**src/logic/display_refresh_pkg.sv**
```systemverilog
// Constants shared by the multiplexed display refresh logic.
// Assumes a 100 MHz core clock and a 16 word by 8 bit segment RAM.
package display_refresh_pkg;
    localparam int unsigned CLK_FREQ_HZ     = 100_000_000;
    localparam int unsigned SCAN_FREQ_HZ    = 2_000;
    // Longest scan period rounds down to whole cycles
    localparam int unsigned SCAN_DIV_CYCLES = CLK_FREQ_HZ / SCAN_FREQ_HZ;
    // Blanking at the start of every scan step, in cycles
    localparam int unsigned BLANK_CYCLES    = 16;
    localparam int unsigned SCAN_BITS       = 4;
    localparam int unsigned BLOCK_COUNT     = 16;
    localparam int unsigned SEG_BITS        = 8;
    localparam logic [3:0]  SCAN_RESET      = 4'h0;
    localparam logic [7:0]  SEG_BLANK       = 8'h00;
endpackage : display_refresh_pkg

```
**src/logic/scan_timebase.sv**
```systemverilog
// Free running scan tick generator for the display refresh.
// Assumes the package constants for clock rate and blanking length.
`timescale 1ns/1ps
module scan_timebase
(
    // Clock and reset
    input  wire logic i_core_clk,
    input  wire logic i_reset_n,
    // Timing outputs
    output logic      o_scan_tick,
    output logic      o_blank
);
    localparam int unsigned DIV_LAST = display_refresh_pkg::SCAN_DIV_CYCLES - 1;

    logic [15:0] div_q;

    always_ff @(posedge i_core_clk)
    begin
        if (!i_reset_n)
            div_q <= 16'h0000;
        else if (div_q == 16'(DIV_LAST))
            div_q <= 16'h0000;
        else
            div_q <= div_q + 16'h0001;
    end

    assign o_scan_tick = (div_q == 16'(DIV_LAST));
    // Blank while the new word settles, so old segments never show on a new anode
    assign o_blank     = (div_q < 16'(display_refresh_pkg::BLANK_CYCLES));

    chk_tick_period: assert property (@(posedge i_core_clk) disable iff (!i_reset_n)
        o_scan_tick |=> !o_scan_tick [*8])
        else $error("Scan tick repeated too soon");
endmodule : scan_timebase

```
**src/logic/multiplexed_display_refresh.sv**
```systemverilog
// Multiplexed gas discharge display refresh: segment RAM, host write port,
// 2 kHz anode scan. Assumes host buses are synchronous to i_core_clk.
`timescale 1ns/1ps
module multiplexed_display_refresh
(
    // Clock and reset
    input  wire logic        i_core_clk,
    input  wire logic        i_reset_n,
    // Host write port
    input  wire logic        i_display_write_strobe,
    input  wire logic [3:0]  i_host_addr,
    input  wire logic [7:0]  i_host_data,
    // Display drive
    output logic      [15:0] o_anode,
    output logic      [7:0]  o_segment,
    // Observation of RAM port
    output logic             o_ram_write,
    output logic             o_data_buf_en,
    output logic      [3:0]  o_ram_addr
);
    logic [3:0]  scan_q;
    logic        scan_tick;
    logic        blank;
    logic [7:0]  ram_q [display_refresh_pkg::BLOCK_COUNT];
    logic [3:0]  read_addr;
    logic [15:0] anode_d;
    logic [15:0] anode_q;
    logic [7:0]  segment_q;

    // Counter DCBA appears at the RAM as CBAD
    function automatic logic [3:0] rotate_left(input logic [3:0] v);
        rotate_left = {v[2:0], v[3]};
    endfunction : rotate_left

    // Count n lights odd block 2(n mod 8)+1, held as bit index 2(n mod 8)
    function automatic logic [3:0] anode_bit(input logic [3:0] v);
        anode_bit = {v[2:0], 1'b0};
    endfunction : anode_bit

    scan_timebase u_timebase
    (
        .i_core_clk  (i_core_clk),
        .i_reset_n   (i_reset_n),
        .o_scan_tick (scan_tick),
        .o_blank     (blank)
    );

    always_ff @(posedge i_core_clk)
    begin
        if (!i_reset_n)
            scan_q <= display_refresh_pkg::SCAN_RESET;
        else if (scan_tick)
            scan_q <= scan_q + 4'h1;
    end

    assign read_addr     = rotate_left(scan_q);
    assign o_ram_write   = i_display_write_strobe;
    assign o_data_buf_en = i_display_write_strobe;
    // Host address while strobed, scan address otherwise
    assign o_ram_addr    = i_display_write_strobe ? i_host_addr : read_addr;

    // Host writes land one word per strobed cycle; no reset so it maps to RAM
    always_ff @(posedge i_core_clk)
    begin
        if (i_display_write_strobe)
            ram_q[o_ram_addr] <= i_host_data;
    end

    // Bit k of o_anode is block k+1; counts 8 to 15 repeat the odd blocks
    generate
        for (genvar k = 0; k < display_refresh_pkg::BLOCK_COUNT; k++)
        begin : g_anode
            assign anode_d[k] = (4'(k) == anode_bit(scan_q));
        end
    endgenerate

    always_ff @(posedge i_core_clk)
    begin
        if (!i_reset_n)
            anode_q <= 16'h0000;
        else
            anode_q <= anode_d;
    end

    always_ff @(posedge i_core_clk)
    begin
        if (!i_reset_n)
            segment_q <= display_refresh_pkg::SEG_BLANK;
        else if (blank)
            segment_q <= display_refresh_pkg::SEG_BLANK;
        else
            segment_q <= ram_q[read_addr];
    end

    assign o_anode   = anode_q;
    assign o_segment = segment_q;

    // Checker helper: cycles since the last scan tick, for the period check
    logic [15:0] tick_gap_q;
    logic        tick_seen_q;

    always_ff @(posedge i_core_clk)
    begin
        if (!i_reset_n)
        begin
            tick_gap_q  <= 16'h0000;
            tick_seen_q <= 1'b0;
        end
        else if (scan_tick)
        begin
            tick_gap_q  <= 16'h0000;
            tick_seen_q <= 1'b1;
        end
        else
            tick_gap_q  <= tick_gap_q + 16'h0001;
    end

    chk_anode_onehot: assert property (
        @(posedge i_core_clk) disable iff (!i_reset_n)
        $past(i_reset_n) |-> $onehot(o_anode))
        else $error("Anode select not one-hot");

    chk_anode_order: assert property (
        @(posedge i_core_clk) disable iff (!i_reset_n)
        $past(i_reset_n) |-> o_anode[anode_bit($past(scan_q))])
        else $error("Anode order wrong");

    chk_anode_odd: assert property (
        @(posedge i_core_clk) disable iff (!i_reset_n)
        (o_anode & 16'haaaa) == 16'h0000)
        else $error("Even block anode driven");

    chk_anode_steady: assert property (
        @(posedge i_core_clk) disable iff (!i_reset_n)
        $past(i_reset_n, 2) && $past(i_reset_n) && !$past(scan_tick, 2) |-> $stable(o_anode))
        else $error("Anode moved inside a scan step");

    chk_scan_advance: assert property (
        @(posedge i_core_clk) disable iff (!i_reset_n)
        scan_tick |=> scan_q == $past(scan_q) + 4'h1)
        else $error("Scan count did not advance");

    chk_scan_hold: assert property (
        @(posedge i_core_clk) disable iff (!i_reset_n)
        !scan_tick |=> $stable(scan_q))
        else $error("Scan count moved without tick");

    chk_tick_spacing: assert property (
        @(posedge i_core_clk) disable iff (!i_reset_n)
        scan_tick && tick_seen_q |-> tick_gap_q == 16'(display_refresh_pkg::SCAN_DIV_CYCLES - 1))
        else $error("Scan tick period wrong");

    chk_scan_wrap: assert property (
        @(posedge i_core_clk) disable iff (!i_reset_n)
        scan_tick && scan_q == 4'hf |=> scan_q == 4'h0)
        else $error("Scan count did not wrap");

    chk_blank_zero: assert property (
        @(posedge i_core_clk) disable iff (!i_reset_n)
        blank |=> o_segment == 8'h00)
        else $error("Segments not blanked");

    chk_blank_step: assert property (
        @(posedge i_core_clk) disable iff (!i_reset_n)
        scan_tick |=> blank)
        else $error("No blanking at step start");

    chk_blank_length: assert property (
        @(posedge i_core_clk) disable iff (!i_reset_n)
        $rose(blank) |-> blank [*8] ##1 blank [*8] ##1 !blank)
        else $error("Blanking length wrong");

    chk_write_addr: assert property (
        @(posedge i_core_clk) disable iff (!i_reset_n)
        i_display_write_strobe |-> o_ram_addr == i_host_addr && o_data_buf_en)
        else $error("Host address not selected");

    chk_write_land: assert property (
        @(posedge i_core_clk) disable iff (!i_reset_n)
        i_display_write_strobe |=> ram_q[$past(i_host_addr)] == $past(i_host_data))
        else $error("Host word not stored");

    chk_read_addr: assert property (
        @(posedge i_core_clk) disable iff (!i_reset_n)
        !i_display_write_strobe |-> o_ram_addr == {scan_q[2:0], scan_q[3]})
        else $error("Read address not rotated");

    chk_release_float: assert property (
        @(posedge i_core_clk) disable iff (!i_reset_n)
        $fell(i_display_write_strobe) |-> !o_ram_write && !o_data_buf_en)
        else $error("Write not released");

    chk_buffer_idle: assert property (
        @(posedge i_core_clk) disable iff (!i_reset_n)
        !i_display_write_strobe |-> !o_data_buf_en && !o_ram_write)
        else $error("Buffers driven without strobe");

    chk_segment_data: assert property (
        @(posedge i_core_clk) disable iff (!i_reset_n)
        !blank && !i_display_write_strobe |=> o_segment == ram_q[$past(read_addr)])
        else $error("Segment data mismatch");

    cov_wrap: cover property (@(posedge i_core_clk) scan_tick && scan_q == 4'hf);
    cov_write: cover property (@(posedge i_core_clk) $fell(i_display_write_strobe));
    cov_lit: cover property (@(posedge i_core_clk) !blank && o_segment != 8'h00);
    cov_burst: cover property (@(posedge i_core_clk) i_display_write_strobe && $past(i_display_write_strobe));
    cov_upper: cover property (@(posedge i_core_clk) scan_tick && scan_q == 4'h7);
endmodule : multiplexed_display_refresh

```
**config.mk**
```make
export PLATFORM = sky130hd
export DESIGN_NAME = multiplexed_display_refresh
export DESIGN_NICKNAME = d
export VERILOG_FILES = /design/src/logic/display_refresh_pkg.sv /design/src/logic/scan_timebase.sv /design/src/logic/multiplexed_display_refresh.sv
export SDC_FILE = /design/constraint.sdc
export NUM_CORES = 1
export LEC_CHECK = 0
export BUFFER_PORTS_ARGS = -buffer_cell sky130_fd_sc_hd__buf_2
export CORE_MARGIN = 2
export CORE_UTILIZATION = 61
export CTS_BUF_LIST = sky130_fd_sc_hd__clkbuf_4 sky130_fd_sc_hd__clkbuf_8
export DETAILED_ROUTE_END_ITERATION = 10
export PLACE_DENSITY = 0.88
export SETUP_SLACK_MARGIN = 0.02
export SLEW_MARGIN = 20
export SYNTH_ARGS = -nofsm -noshare
export SYNTH_HDL_FRONTEND = slang
export SYNTH_SLANG_ARGS = --single-unit
```
**constraint.sdc**
```tcl
create_clock -name i_core_clk -period 2.51 [get_ports i_core_clk]
set_input_delay 0.3765 -clock i_core_clk [delete_from_list [all_inputs] [get_ports i_core_clk]]
set_output_delay 0.3765 -clock i_core_clk [all_outputs]
set_load 0.05 [all_outputs]
```
[Yosys cells after proc, flatten, opt, wreduce, memory -nomap -nowiden]
Memories as Yosys holds them, arrays and structs flattened. A register that Yosys moved wholly into a read port is not among the register bits.
Index checks and enable logic that the tools add are counted.
Operators by class
  reductions and logical operators: 3
  mux-type cells: 3
  bitwise logic cells: 1
  eq/ne operators: 8
  order comparisons: 1
  add/sub/neg operators: 2
Operators with widths (number)
  $add 16x1->16 const B: 1
  $eq 16x16->1 const B: 1
  $lt 16x5->1 const B: 1
  $eq 3x3->1 const A: 4
  $eq 2x3->1 const A: 2
  $add 4x1->4 const B: 1
  $mux 4: 1
  $reduce_or 2->1: 2
  $eq 1x3->1 const A: 1
  $logic_not 3->1: 1
  $mux 1: 2
  $not 1->1: 1
Storage, ports and cells
  memories: 1
  output and inout bits: 30
  bits in writable memories: 128
  bits of input ports: 15
  register bits: 36
  word-level logic and storage cells: 23
Memory list
  ram_q: depth 16, bits a word 8, read ports 1, clocked after memory_dff 1, wr ports 1, line multiplexed_display_refresh.sv:24  | logic [7:0] ram_q [display_refresh_pkg::BLOCK_COUNT];

[Logic depth before layout (Yosys ltp)]
  depth after elaboration: 2
  gate-level depth with buffers: 6
  depth with buffers taken out: 5

[By module]
A second synthesis with hierarchy kept.
Second synthesis, totals
  cell total of the unflattened synthesis: 414
  area, all modules: 6575.1 µm²
Modules (own cells, without submodules)
  multiplexed_display_refresh: seq. area each 4244.1 µm², instances 1, area each 5830.6 µm², cells an instance 330
  scan_timebase: seq. area each 320.3 µm², instances 1, area each 744.5 µm², cells an instance 84

[Least setup slack after synthesis]
Ideal clock, no wire load.
  kind: register to output
  from: register scan_q[1]
  to: output port o_ram_addr[2]
  required time: 2.134 ns
  buffers on the path: 2
  stages on the path, launching flop included: 5
  arrival time: 2.163 ns
  setup slack: -0.030 ns
  cell sequence: dfxtp_1 clkbuf_1 clkbuf_1 inv_1 o21ai_0
On the way
  cells in the longest elaborated chain, start to end: 1
Ends and longest elaborated chain
  start, declared: line multiplexed_display_refresh.sv:21  | logic [3:0] scan_q;
  start signal, assigned: line multiplexed_display_refresh.sv:51  | scan_q <= display_refresh_pkg::SCAN_RESET;
  start signal, assigned: line multiplexed_display_refresh.sv:53  | scan_q <= scan_q + 4'h1;
  $mux 4: line multiplexed_display_refresh.sv:60  | assign o_ram_addr = i_display_write_strobe ? i_host_addr : read_addr;
  end, declared: line multiplexed_display_refresh.sv:19  | output logic [3:0] o_ram_addr
Every way passes these cells.

[Worst setup path in the final report]
Ends and elaborated chain as after synthesis.

==> impl_metrics.yaml <==
floorplan:
  io_pins: 45
  dieArea_um2: 11400
  start_util_pct: 62.6
  rows: 37
  die_x_um: 107
  core-area_um2: 10300
  fp.dieH_um: 107
synthesis:
  synthCells: 372
  synth_seq_area_share_pct: 70.9
  yosys_register_bits: 164
  yosysTopAreaCellShare_pct: 59.7
  synth_warnings: 0
  yosysTopAreaCell: "edfxtp_1"
  syn-cell-area_um2: 6430
  synthArstFlopShare_pct: 0
  synth_flop_cell: "edfxtp_1"
  syn_area_per_cell_um2: 17.3
  yosysUniqueCellTypes: 36
  synth_area_leaders: "edfxtp_1 60%, dfxtp_1 11%, mux4_2 11%"
  synth_edf_count: 128
power:
  p_seq_share_pct: 57.0
  power_switching_mw: 1.03
  max-vdd-ir-drop_uv: 370
  p_sw_share_pct: 19.6
  p_leak_nw: 2.57
  combinationalPowerShare_pct: 3.3
  intPower_mw: 4.21
  p_per_area_nw_per_um2: 721
  p_clk_share_pct: 39.7
grt:
  grt_pass1_vias: 3405
  gr-total-overflow: 0
  grt_first_pass_wirelength_mm: 18.9
  antenna_found_initial: 1
  track_usage_pct: 23.5
  grt_max_degree: 38
layout:
  drive_above_1_share_pct: 27.9
  area_delta_synth_final_pct: 12.9
  final_util_pct: 70.7
  final_cell_mix: "128 x edfxtp_1, 36 x buf_2, 35 x dfxtp_1"
  layout.nets: 450
  fillers: 626
  final_common_cell: "edfxtp_1"
clock_tree:
  ctsHoldBuffers: 0
  clkSinkCount: 164
  cts_tree: "built"
  insertion_delay_ps: 450
  clockBufferDepth: 2
  root_buffer: "clkbuf_8"
  cts_setup_buffers: 0
  cts_buffers: 17
  post_cts_resized: 0
  h-tree-depth: 4
  path_clk_slew_ps: 80
setup_path:
  criticalPathCategory: "reg -> out"
  critPathArrivalTime_ps: 1910
  startpoint_type: "register"
  critPathRequiredTime_ps: 2130
  cp-end-kind: "output port"
  worstPathMaxFanout: 37
timing:
  finalHoldViolCount: 0
  report.final.slew_viol_count: 0
  rsz0062_at_grt: "false"
  setup_tns_ps: 0
  period_minus_slack_ps: 2280
  min_period_over_period_pct: 90.9
  fmax_ghz: 0.438
  worst_clock_skew_ps: 7.03
  maxSlewHeadroom_pct: 59.6
  setup-violations-final: 0
  max_slew.worst_pin.slew_ps: 605
drt:
  routed_wl_mm: 12.5
  firstDrtPassIters: 6
  drt-initial-drc-count: 317
  viasPerCell: 5.95
  via_count: 3438
  postRouteAntennaNets: 0
  drc: 0
  wl_per_cell_um: 21.6
placement:
  dpl.hpwl_mm: 8.09
  io_buffers: 36
  gp_congestion: 0.872
job:
  drv_cap: 0
min_path:
  hold_path.class: "in -> reg"
outcome:
  status: "completed"
sequential cells by signal (all words and copies together) (netlist names):
name and flops:
u_timebase.div_q 16, ram_q 128, o_anode 8, scan_q 4
o_segment 8
worst max-delay path, cell delays in order, from the launching register on:
cell	delay (ps)
dfxtp_1	310
buf_4	430
inv_1	260
o21ai_1	170
buf_2	270
area by class of cell:
type	count	area [µm²]	share of cell area, %
Sequential cell	164	4570	62.9
Multi-Input combinational cell	184	1730	23.8
Timing Repair Buffer	55	335	4.62
Clock buffer	20	256	3.53
Clock inverter	12	185	2.55
Tap cell	136	170	2.34
Inverter	6	22.5	0.310
Antenna cell	1	2.50	0.0345
routing by layer:
| layer | GRT usage [%] | wire [µm] | part of all wire, % | vias to the layer above |
|---|---|---|---|---|
| li1 | - | - | - | 1538 |
| met1 | 30.8 | 4970 | 40 | 1692 |
| met2 | 38.0 | 6200 | 50 | 185 |
| met3 | 7.23 | 1090 | 8.7 | 23 |
| met4 | 7.61 | 228 | 1.8 | 0 |
| met5 | 0 | 0 | 0 | - |
synth_stat cells, drive strengths merged (6+ instances only):
cell / number
nand2: 10
nand3: 6
mux2i: 18
xnor2: 12
nand4: 7
nor3: 11
ha: 7
inv: 6
nor2: 24
clkbuf: 9
dfxtp: 36
edfxtp: 128
nor4: 9
nand2b: 6
mux4: 32
o22ai: 8
and2: 7
buf: 16
power groups by stage:
stage                     clock network (mW)  registers, mW  logic [mW]
after detailed placement                   0           3.05       0.173
after CTS                               2.10           2.98       0.174
after global placement                     0           3.04       0.165
after global routing                    2.20           2.99       0.187
final                                   2.08           2.98       0.174
after floorplan                            0           3.04       0.112
logic make-up (layout without fill, tap and decap cells):
group	after synthesis	count (layout)	synth area share, %
compound gates	12	12	1.17
buf+inv	31	93	2.66
xor+xnor	15	15	2.04
fa+ha+maj	7	7	1.36
flops	164	164	70.9
mux	51	51	14.2
simple gates	91	91	7.60
other cells	1	9	0.0583
stage by stage:
stage | total power [mW] | setup slack, ps | hold slack (ps) | instances | instance area (µm²)
floorplan | 3.16 | 179 | 430 | 379 | 6460
global placement | 3.21 | 564 | 441 | 545 | 6820
detailed placement | 3.22 | 498 | 453 | 545 | 6820
CTS | 5.26 | 220 | 254 | 577 | 7260
global route | 5.37 | 109 | 270 | 577 | 7260
finish | 5.24 | 227 | 269 | 578 | 7260
worst paths after layout:
path | endpoint | from | slack, ps | cells past startpoint
worst max-delay path | o_ram_addr[2] | scan_q[1] | 230 | 4
worst min-delay path | scan_q[2] | i_reset_n | 270 | 2
worst max register to register | o_segment[0] | u_timebase.div_q[12] | 420 | 4
worst min register to register | u_timebase.div_q[0] | u_timebase.div_q[0] | 470 | 1
Note: power is estimated with default switching activity, not from simulation.
